**config.mk**
```make
export PLATFORM = sky130hd
export DESIGN_NAME = srq_ctrl
export DESIGN_NICKNAME = d
export VERILOG_FILES = /design/src/core/srq_ctrl.v /design/src/core/srq_edge_stage.v
export VERILOG_INCLUDE_DIRS = /design/src /design/src/core
export SDC_FILE = /design/constraint.sdc
export NUM_CORES = 2
export LEC_CHECK = 0
export BUFFER_PORTS_ARGS = -buffer_cell sky130_fd_sc_hd__buf_2
export CAP_MARGIN = 10
export CORE_ASPECT_RATIO = 1.4
export CORE_MARGIN = 4
export CORE_UTILIZATION = 50
export CTS_CLUSTER_DIAMETER = 100
export DETAILED_ROUTE_END_ITERATION = 8
export HOLD_SLACK_MARGIN = 0.1
export MAX_ROUTING_LAYER = met4
export PLACE_DENSITY_LB_ADDON = 0.05
export SLEW_MARGIN = 20
export SYNTH_ARGS = -nofsm -noshare
export SYNTH_HDL_FRONTEND = slang
export SYNTH_HIERARCHICAL = 1
export SYNTH_SLANG_ARGS = --single-unit
```
**constraint.sdc**
```tcl
create_clock -name mclk_i -period 107.3 [get_ports mclk_i]
set_clock_uncertainty 0.15 [all_clocks]
set_input_delay 5.365 -clock mclk_i [delete_from_list [all_inputs] [get_ports mclk_i]]
set_output_delay 5.365 -clock mclk_i [all_outputs]
set_load 0.01 [all_outputs]
```
**src/core/srq_defs.vh**
```
// Purpose: Shared constants of the service request controller.
// Assumes: Included by bare name from every design file.
// Notes:   Definitions only.
`ifndef SRQ_DEFS_VH
`define SRQ_DEFS_VH
`define SRQ_NODES     46
`define SRQ_CHANS     8
`define SRQ_HWTRAPS   8
`define SRQ_ERU_CH    4
`define SRQ_ESR_PINS  3
`define SRQ_SHARED    4
`define SRQ_PRIO_W    4
`define SRQ_PTR_W     24
`define SRQ_CNT_W     8
// Interrupt response latency in CPU clocks, with and without jump cache.
`define SRQ_LAT_JC    4'd7
`define SRQ_LAT_NJC   4'd11
// Per-channel configuration bit positions.
`define SRQ_CB_WORD   0
`define SRQ_CB_INCS   1
`define SRQ_CB_INCD   2
`define SRQ_CB_CONT   3
`define SRQ_CB_W      4
// Edge detection modes.
`define SRQ_EDGE_RISE 2'h1
`define SRQ_EDGE_FALL 2'h2
`define SRQ_EDGE_BOTH 2'h3
// Output gate modes.
`define SRQ_GATE_OFF  2'h0
`define SRQ_GATE_ALL  2'h1
`define SRQ_GATE_HIT  2'h2
`define SRQ_GATE_MISS 2'h3
`endif

```
**src/core/srq_ctrl.v**
```verilog
// Purpose: Service request controller: nodes, transfer channels, traps.
// Assumes: Sources, software strobes and CPU acknowledges are on mclk_i.
// Notes:   The rules that the logic below carries out are listed next.
// Operation
// - Each node is routed to a vectored interrupt or a transfer service.
// - A vectored service suspends the program and branches to the vector.
// - A transfer service steals exactly one cycle, with no branch.
// - A transfer moves byte or word, then bumps source and/or destination.
// - Count decrements unless continuous; at zero an interrupt follows.
// - Eight independent transfer channels.
// - Response latency is 7 clocks with jump cache, 11 without.
// - 46 nodes, each with request flag, enable and priority.
// - The last nodes are shared; a select input picks their source.
// - Four edge channels, a routing matrix and four output gates.
// - Each edge channel detects rising, falling or both edges.
// - Each gate filters its combined events on pattern hit or miss.
// - A hardware trap branches at once to its own vector.
// - Every trap occurrence sets its own indicator bit.
// - A trap preempts anything but a trap service of equal or higher priority.
// - Interrupts and transfers wait while a trap service runs.
// - Three service request pins yield two system request traps.
// - A trap instruction raises an interrupt at the given number.
// - A software set of a request flag acts like a hardware source.
`timescale 1ns/1ns
`default_nettype none
`include "srq_defs.vh"
module srq_ctrl #(
   parameter NODES   = `SRQ_NODES,
   parameter CHANS   = `SRQ_CHANS,
   parameter HWTRAPS = `SRQ_HWTRAPS
) (
   input  wire                          mclk_i,
   input  wire                          rst_n_i,
   input  wire [NODES-1:0]              src_req_i,
   input  wire [NODES-1:0]              node_set_i,
   input  wire [NODES-1:0]              node_en_i,
   input  wire [NODES*`SRQ_PRIO_W-1:0]  node_prio_i,
   input  wire [NODES-1:0]              node_xfer_i,
   input  wire [NODES*3-1:0]            node_chan_i,
   input  wire [`SRQ_SHARED-1:0]        node_source_select_i,
   input  wire [`SRQ_ERU_CH-1:0]        eru_pin_i,
   input  wire [2*`SRQ_ERU_CH-1:0]      eru_edge_i,
   input  wire [4*`SRQ_ERU_CH-1:0]      eru_route_i,
   input  wire [4*`SRQ_ERU_CH-1:0]      eru_pat_i,
   input  wire [2*`SRQ_ERU_CH-1:0]      eru_gmode_i,
   input  wire [`SRQ_ESR_PINS-1:0]      service_request_pin_i,
   input  wire [`SRQ_ESR_PINS-1:0]      esr_en_i,
   input  wire [HWTRAPS-1:0]            hw_trap_i,
   input  wire [HWTRAPS+1:0]            trap_clr_i,
   input  wire                          trap_done_i,
   input  wire                          sw_trap_i,
   input  wire [6:0]                    sw_trap_num_i,
   input  wire                          jump_cache_i,
   input  wire                          int_done_i,
   input  wire                          chan_wr_i,
   input  wire [2:0]                    chan_idx_i,
   input  wire [`SRQ_PTR_W-1:0]         chan_src_i,
   input  wire [`SRQ_PTR_W-1:0]         chan_dst_i,
   input  wire [`SRQ_CNT_W-1:0]         chan_cnt_i,
   input  wire [CHANS*`SRQ_CB_W-1:0]    chan_cfg_i,
   output wire [NODES-1:0]              pending_request_bit_o,
   output wire                          int_active_o,
   output wire                          vec_take_o,
   output wire [6:0]                    vec_num_o,
   output wire                          steal_o,
   output wire [`SRQ_PTR_W-1:0]         xfer_src_o,
   output wire [`SRQ_PTR_W-1:0]         xfer_dst_o,
   output wire                          xfer_word_o,
   output wire [2:0]                    xfer_chan_o,
   output wire [HWTRAPS+1:0]            trap_indicator_register_o,
   output wire                          trap_active_o,
   output wire                          trap_take_o,
   output wire [3:0]                    trap_vec_o,
   output wire [`SRQ_ERU_CH-1:0]        eru_evt_o
);
   localparam NT      = HWTRAPS + 2;
   localparam ST_IDLE = 3'b001;
   localparam ST_WAIT = 3'b010;
   localparam ST_XFER = 3'b100;

   reg [2:0]             state_r;
   reg [3:0]             lat_r;
   reg [NODES-1:0]       req_r;
   reg [NODES-1:0]       force_r;
   reg                   int_act_r;
   reg                   sw_pend_r;
   reg [6:0]             vec_r;
   reg [`SRQ_PTR_W-1:0]  src_ptr_r [0:CHANS-1];
   reg [`SRQ_PTR_W-1:0]  dst_ptr_r [0:CHANS-1];
   reg [`SRQ_CNT_W-1:0]  cnt_r     [0:CHANS-1];
   reg [`SRQ_PTR_W-1:0]  xsrc_r;
   reg [`SRQ_PTR_W-1:0]  xdst_r;
   reg                   xword_r;
   reg [2:0]             xchan_r;
   reg [NT-1:0]          tflag_r;
   reg [NT-1:0]          tpend_r;
   reg                   tact_r;
   reg [3:0]             tlvl_r;
   reg                   ttake_r;
   reg [3:0]             tvec_r;
   reg [`SRQ_ERU_CH-1:0] gate_r;

   wire [`SRQ_ERU_CH-1:0]   eru_lvl;
   wire [`SRQ_ERU_CH-1:0]   eru_evt;
   wire [`SRQ_ESR_PINS-1:0] esr_evt;
   wire [`SRQ_ERU_CH-1:0]   gate_nxt;
   wire [NODES-1:0]         src_eff;

   // Returns the channel configuration word of one channel.
   function [`SRQ_CB_W-1:0] cfg_of;
      input [2:0] ch;
      begin
         cfg_of = chan_cfg_i[ch*`SRQ_CB_W +: `SRQ_CB_W];
      end
   endfunction

   // Edge channels of the routing block and the service request pins.
   genvar g;
   generate
      for (g = 0; g < `SRQ_ERU_CH; g = g + 1) begin : g_eru
         wire [3:0] pat  = eru_pat_i[4*g +: 4];
         wire [1:0] gm   = eru_gmode_i[2*g +: 2];
         wire       any  = |(eru_evt & eru_route_i[4*g +: 4]);
         wire       hit  = (eru_lvl == pat);
         srq_edge_stage u_edge (
            .mclk_i  (mclk_i),
            .rst_n_i (rst_n_i),
            .pin_i   (eru_pin_i[g]),
            .mode_i  (eru_edge_i[2*g +: 2]),
            .level_o (eru_lvl[g]),
            .evt_o   (eru_evt[g])
         );
         // Gate passes events always, only on pattern hit, or on miss.
         assign gate_nxt[g] = any & ((gm == `SRQ_GATE_ALL) |
                              ((gm == `SRQ_GATE_HIT) & hit) |
                              ((gm == `SRQ_GATE_MISS) & ~hit));
      end
      for (g = 0; g < `SRQ_ESR_PINS; g = g + 1) begin : g_esr
         srq_edge_stage u_esr (
            .mclk_i  (mclk_i),
            .rst_n_i (rst_n_i),
            .pin_i   (service_request_pin_i[g]),
            .mode_i  (esr_en_i[g] ? `SRQ_EDGE_RISE : 2'h0),
            .level_o (),
            .evt_o   (esr_evt[g])
         );
      end
      // Dedicated nodes take their own source; shared ones are selected.
      for (g = 0; g < NODES; g = g + 1) begin : g_src
         if (g >= NODES - `SRQ_SHARED) begin : g_sh
            assign src_eff[g] =
               node_source_select_i[g-(NODES-`SRQ_SHARED)] ?
               gate_r[g-(NODES-`SRQ_SHARED)] : src_req_i[g];
         end else begin : g_ded
            assign src_eff[g] = src_req_i[g];
         end
      end
   endgenerate

   // Two system request traps sit above the hardware trap sources.
   wire [NT-1:0] trap_ev = {esr_evt[1] | esr_evt[2], esr_evt[0],
                            hw_trap_i};

   // Arbiter: highest priority among enabled pending nodes, lowest index
   // on a tie. Standard interrupts do not nest, so they wait while one
   // is active; transfers still run then.
   reg                  best_v;
   reg [5:0]            best_i;
   reg [`SRQ_PRIO_W-1:0] best_p;
   reg                  best_x;
   reg                  elig_x;
   reg [2:0]            ch;
   reg [`SRQ_CB_W-1:0]  cfg_v;
   integer              i;
   always @* begin
      best_v = 1'b0;
      best_i = 6'h00;
      best_p = {`SRQ_PRIO_W{1'b0}};
      best_x = 1'b0;
      elig_x = 1'b0;
      ch     = 3'h0;
      cfg_v  = {`SRQ_CB_W{1'b0}};
      for (i = 0; i < NODES; i = i + 1) begin
         ch    = node_chan_i[i*3 +: 3];
         cfg_v = cfg_of(ch);
         // An exhausted count turns the service into an interrupt.
         elig_x = node_xfer_i[i] & ~force_r[i] &
                  ((cnt_r[ch] != {`SRQ_CNT_W{1'b0}}) |
                   cfg_v[`SRQ_CB_CONT]);
         if (req_r[i] & node_en_i[i] & (elig_x | ~int_act_r) &
             (~best_v |
              (node_prio_i[i*`SRQ_PRIO_W +: `SRQ_PRIO_W] > best_p))) begin
            best_v = 1'b1;
            best_i = i[5:0];
            best_p = node_prio_i[i*`SRQ_PRIO_W +: `SRQ_PRIO_W];
            best_x = elig_x;
         end
      end
   end

   // Highest pending trap; higher index means higher trap priority.
   reg       tp_v;
   reg [3:0] tp_i;
   integer   k;
   always @* begin
      tp_v = 1'b0;
      tp_i = 4'h0;
      for (k = 0; k < NT; k = k + 1) begin
         if (tpend_r[k]) begin
            tp_v = 1'b1;
            tp_i = k[3:0];
         end
      end
   end

   wire       trap_go = tp_v & (~tact_r | (tp_i > tlvl_r));
   wire       idle_ok = (state_r == ST_IDLE) & ~tact_r;
   wire       take_sw = idle_ok & sw_pend_r & ~int_act_r;
   wire       take_nd = idle_ok & ~take_sw & best_v;
   wire [2:0] bch     = node_chan_i[best_i*3 +: 3];
   wire [`SRQ_CB_W-1:0] bcfg = cfg_of(bch);
   wire       bcont   = bcfg[`SRQ_CB_CONT];
   wire       last_x  = take_nd & best_x & ~bcont &
                        (cnt_r[bch] == {{(`SRQ_CNT_W-1){1'b0}}, 1'b1});
   wire [`SRQ_PTR_W-1:0] step =
      bcfg[`SRQ_CB_WORD] ? {{(`SRQ_PTR_W-2){1'b0}}, 2'h2}
                         : {{(`SRQ_PTR_W-1){1'b0}}, 1'b1};
   wire       vtake   = (state_r == ST_WAIT) & (lat_r == 4'h0);

   // Request flags: sources, software sets and count-zero reposts set,
   // the start of a service clears; a set in the same cycle wins.
   reg [NODES-1:0] req_nxt;
   always @* begin
      req_nxt = req_r;
      if (take_nd)
         req_nxt[best_i] = 1'b0;
      req_nxt = req_nxt | src_eff | node_set_i;
      if (last_x)
         req_nxt[best_i] = 1'b1;
   end

   // Service sequencer and flag state.
   always @(posedge mclk_i or negedge rst_n_i) begin
      if (!rst_n_i) begin
         state_r   <= ST_IDLE;
         lat_r     <= 4'h0;
         req_r     <= {NODES{1'b0}};
         force_r   <= {NODES{1'b0}};
         int_act_r <= 1'b0;
         sw_pend_r <= 1'b0;
         vec_r     <= 7'h00;
         gate_r    <= {`SRQ_ERU_CH{1'b0}};
      end else begin
         req_r  <= req_nxt;
         gate_r <= gate_nxt;
         // A trap instruction is held until the sequencer can take it.
         sw_pend_r <= (sw_pend_r & ~take_sw) | sw_trap_i;
         if (last_x)
            force_r[best_i] <= 1'b1;
         else if (take_nd & ~best_x)
            force_r[best_i] <= 1'b0;
         if (vtake)
            int_act_r <= 1'b1;
         else if (int_done_i)
            int_act_r <= 1'b0;
         case (state_r)
            ST_IDLE: begin
               if (take_sw | (take_nd & ~best_x)) begin
                  state_r <= ST_WAIT;
                  lat_r   <= (jump_cache_i ? `SRQ_LAT_JC
                                           : `SRQ_LAT_NJC) - 4'h1;
                  vec_r   <= take_sw ? sw_trap_num_i
                                     : {1'b0, best_i};
               end else if (take_nd) begin
                  state_r <= ST_XFER;
               end
            end
            ST_WAIT: begin
               if (lat_r == 4'h0)
                  state_r <= ST_IDLE;
               else
                  lat_r <= lat_r - 4'h1;
            end
            ST_XFER: begin
               state_r <= ST_IDLE;
            end
            default: begin
               state_r <= ST_IDLE;
            end
         endcase
      end
   end

   // Transfer channels: software load wins over an update in that cycle.
   integer c;
   always @(posedge mclk_i or negedge rst_n_i) begin
      if (!rst_n_i) begin
         for (c = 0; c < CHANS; c = c + 1) begin
            src_ptr_r[c] <= {`SRQ_PTR_W{1'b0}};
            dst_ptr_r[c] <= {`SRQ_PTR_W{1'b0}};
            cnt_r[c]     <= {`SRQ_CNT_W{1'b0}};
         end
         xsrc_r  <= {`SRQ_PTR_W{1'b0}};
         xdst_r  <= {`SRQ_PTR_W{1'b0}};
         xword_r <= 1'b0;
         xchan_r <= 3'h0;
      end else begin
         if (take_nd & best_x) begin
            xsrc_r  <= src_ptr_r[bch];
            xdst_r  <= dst_ptr_r[bch];
            xword_r <= bcfg[`SRQ_CB_WORD];
            xchan_r <= bch;
         end
         for (c = 0; c < CHANS; c = c + 1) begin
            if (chan_wr_i & (chan_idx_i == c[2:0])) begin
               src_ptr_r[c] <= chan_src_i;
               dst_ptr_r[c] <= chan_dst_i;
               cnt_r[c]     <= chan_cnt_i;
            end else if (take_nd & best_x & (bch == c[2:0])) begin
               if (bcfg[`SRQ_CB_INCS])
                  src_ptr_r[c] <= src_ptr_r[c] + step;
               if (bcfg[`SRQ_CB_INCD])
                  dst_ptr_r[c] <= dst_ptr_r[c] + step;
               if (~bcont)
                  cnt_r[c] <= cnt_r[c] - {{(`SRQ_CNT_W-1){1'b0}}, 1'b1};
            end
         end
      end
   end

   // Traps: the indicator keeps a set over a clear in the same cycle.
   // Only one trap level is remembered; a preempted trap is not resumed.
   always @(posedge mclk_i or negedge rst_n_i) begin
      if (!rst_n_i) begin
         tflag_r <= {NT{1'b0}};
         tpend_r <= {NT{1'b0}};
         tact_r  <= 1'b0;
         tlvl_r  <= 4'h0;
         ttake_r <= 1'b0;
         tvec_r  <= 4'h0;
      end else begin
         tflag_r <= (tflag_r & ~trap_clr_i) | trap_ev;
         ttake_r <= trap_go;
         if (trap_go) begin
            tpend_r       <= tpend_r | trap_ev;
            tpend_r[tp_i] <= trap_ev[tp_i];
            tact_r        <= 1'b1;
            tlvl_r        <= tp_i;
            tvec_r        <= tp_i;
         end else begin
            tpend_r <= tpend_r | trap_ev;
            if (trap_done_i)
               tact_r <= 1'b0;
         end
      end
   end

   assign pending_request_bit_o     = req_r;
   assign int_active_o              = int_act_r;
   assign vec_take_o                = vtake;
   assign vec_num_o                 = vec_r;
   assign steal_o                   = (state_r == ST_XFER);
   assign xfer_src_o                = xsrc_r;
   assign xfer_dst_o                = xdst_r;
   assign xfer_word_o               = xword_r;
   assign xfer_chan_o               = xchan_r;
   assign trap_indicator_register_o = tflag_r;
   assign trap_active_o             = tact_r;
   assign trap_take_o               = ttake_r;
   assign trap_vec_o                = tvec_r;
   assign eru_evt_o                 = gate_r;
endmodule
`default_nettype wire

```
**src/core/srq_edge_stage.v**
```verilog
// Purpose: Synchronise one pin and detect a selectable edge on it.
// Assumes: The pin is asynchronous to mclk_i.
// Notes:   Event pulse comes from a flop, three cycles after the pin moves.
`timescale 1ns/1ns
`default_nettype none
`include "srq_defs.vh"
module srq_edge_stage (
   input  wire       mclk_i,
   input  wire       rst_n_i,
   input  wire       pin_i,
   input  wire [1:0] mode_i,
   output wire       level_o,
   output wire       evt_o
);
   reg sync1_r;
   reg sync2_r;
   reg prev_r;
   reg evt_r;
   // Edges are ignored until prev_r holds a synchronised level, so a pin
   // that idles high gives no false rise just after reset.
   reg [2:0] arm_r;
   wire rise = sync2_r & ~prev_r;
   wire fall = ~sync2_r & prev_r;

   // Two flops before any logic looks at the pin; prev_r holds history.
   always @(posedge mclk_i or negedge rst_n_i) begin
      if (!rst_n_i) begin
         sync1_r <= 1'b0;
         sync2_r <= 1'b0;
         prev_r  <= 1'b0;
         evt_r   <= 1'b0;
         arm_r   <= 3'h0;
      end else begin
         arm_r   <= {arm_r[1:0], 1'b1};
         sync1_r <= pin_i;
         sync2_r <= sync1_r;
         prev_r  <= sync2_r;
         evt_r   <= arm_r[2] &
                    ((mode_i[0] & rise) | (mode_i[1] & fall));
      end
   end

   assign level_o = sync2_r;
   assign evt_o   = evt_r;
endmodule
`default_nettype wire

```
==> out/results.ini <==
[setup_path]
required_ns = 107.75
start_kind = input port
end_kind = register
reg2reg_from = cnt_r[11]
slowest_stage = o31ai_1
crit_top_cell = a21oi_1
cp_data_arrival_time_ns = 92.83
startpoint = chan_cfg_i[3]
critPathMaxFanout = 37
cpPeakStageDelay_ns = 0.79
crit_type = input port to register

[detailed_routing]
num_vias = 57600
first_iter_violations = 6686
firstDrtPassIters = 9
vias_per_cell = 6.53
drcViolationCount = 3
drt_wl_total_mm = 264
antenna_left = 0
routedWlPerCell_um = 30.0

[clocking]
cts_resized = 0
cts_setup_buffers = 0
cts_max_level = 3
cts_root_buf = clkbuf_16
clk_pin_slew_worst_paths_ns = 0.07
worstSkewPairLatency_ns = 0.69
ctsLongestPathBuffers = 3
cts_hold_buf = 0
tritoncts = built
cts-buffers-inserted = 74
cts_num_sinks = 687

[placed_design]
pre_cts_ws_ns = 15.71
place_congestion = 1.08
io_buffers = 818
placedCellCount = 8577
dp_hpwl_mm = 208

[worst_hold_path]
hold_path.startpoint = g_eru[0].u_edge/arm_r[0]
hp-class = register to register

[synth]
synth.cell_area_mm2 = 0.0540
synth_flop_cell = dfrtp_1
synth-edff-count = 0
synth-seq-area-share = 0.318
synthArstFlopShare = 1.00
synth_seq_cells = 687
syn_inst = 6609
syn_area_per_cell_um2 = 8.17
ys_types = 128
yosysWarnings = 6

[grt]
antenna_found_initial = 106
grt_use_total = 0.464
grt_pass1_wl_mm = 378
grt_max_degree = 161
grt-ovfl-total = 0
grt_pass1_vias = 55600

[outcome]
status = finished with violations
violations = DRC

[floorplanning]
die_x_um = 286
core_area_mm2 = 0.107
rows = 142
die_area_mm2 = 0.113
ios = 819
start_util = 0.504
die_y_um = 397

[timing]
drv_slew = 0
max_slew_margin = 0.221
fin_crit_sh = 0.861
fin_ws_ns = 14.93
rsz0062_at_grt = no
setup_violations = 0
finalCriticalPeriod_ns = 92.37
timing.fmax_ghz = 0.0108
final_hold_viol_count = 0
tns_ns = 0
worst_slew_pin_slew_ns = 1.17

[layout]
layout.cells.non_filler = 8818
nets = 8108
layout_commonest_cell = nand2_1
final_core_util = 0.580
final_cell_mix = 964 x nand2_1, 817 x buf_2, 685 x dfrtp_1
fillers = 10000
drive_gt1_frac = 0.184
area_growth_syn_to_layout_pct = 15.0

[flow_run]
cap_violations = 0

-- state kept, by name (all words and copies together) (netlist names), 12 cells and up, named ones only --
| register | flops |
|---|---|
| pending_request_bit_o | 46 |
| xfer_src_o | 24 |
| src_ptr_r | 192 |
| dst_ptr_r | 192 |
| g_eru.u_edge/arm_r | 12 |
| cnt_r | 64 |
| xfer_dst_o | 24 |
-- per-layer routing --
metal | part of all wire | routed length, µm | vias up | track usage
met3 | 0.094 | 24900 | 1129 | 0.108
met4 | 0.11 | 29200 | 0 | 0.410
met5 | 0 | 0 | - | -
met2 | 0.46 | 121000 | 3576 | 0.724
met1 | 0.34 | 88700 | 27500 | 0.492
li1 | - | - | 25300 | -
-- worst max-delay path: cells and delay by family --
family / cells / cell delay (ns)
AND/OR/NAND/NOR: 91 / 17.69
AO/OA/AOI/OAI: 199 / 42.02
adder cells (fa/ha/maj): 53 / 16.23
buffers and inverters: 22 / 3.43
multiplexers: 22 / 7.86
-- logic make-up (layout without fill, tap and decap cells) --
kind of cell	after synthesis	in the layout	share of synthesized area
adder cells (fa/ha/maj)	213	213	0.0512
AO/OA/AOI/OAI	1763	1763	0.210
other	8	116	0.000556
AND/OR/NAND/NOR	2557	2557	0.230
XOR/XNOR	399	399	0.0647
multiplexers	295	295	0.0748
buffers and inverters	687	1348	0.0501
flip-flops	687	687	0.318
-- through the flow --
step / hold WS (ns) / instance area [µm²]
5_1_grt: 0.203 / 62000
4_1_cts: 0.199 / 61800
6_report: 0.196 / 62100
3_3_place_gp: 0.182 / 59300
3_5_place_dp: 0.186 / 59300
2_1_floorplan: 0.181 / 54000
-- final cells by class --
cell class	count	area, µm²	share of cell area
repair buffers	911	4830	0.0777
diodes	106	265	0.00427
flip-flops and latches	687	17200	0.277
inverters	302	1130	0.0183
multi-input cells	5237	34300	0.553
well taps	1440	1800	0.0290
clock buffers	106	2160	0.0348
clock inverters	29	357	0.00574
-- worst paths after layout --
path	end	depth (start not counted)	slack [ns]
max in group asynchronous	pending_request_bit_o[10]	3	99.97
max reg2reg	dst_ptr_r[71]	386	18.93
min reg2reg	g_eru[0].u_edge/arm_r[1]	0	0.20
max	dst_ptr_r[71]	387	14.93
min in group asynchronous	dst_ptr_r[5]	1	4.57
min	g_eru[0].u_edge/arm_r[1]	0	0.20
-- cells in the mapped netlist, drive strengths merged, types with 57 or more instances --
library cell,count,area [µm²]
nand2,966,3630
o21ai,734,3690
dfrtp,686,17200
nor2,378,1430
nand3,365,1850
inv,302,1130
a21oi,262,1350
clkbuf,240,901
xnor2,221,1940
nor3,201,1120
ha,188,2350
xor2,178,1560
mux2i,156,1570
buf,145,669
and3,113,707
nand4,107,682
a211oi,85,658
a31oi,80,532
mux4,80,1800
nor4,71,531
and2,64,403
mux2,59,672
a21o,57,435
Power is left out: the tool's default activity adds up to more than one toggle a clock period on the data nets, which glitch-free logic cannot reach.
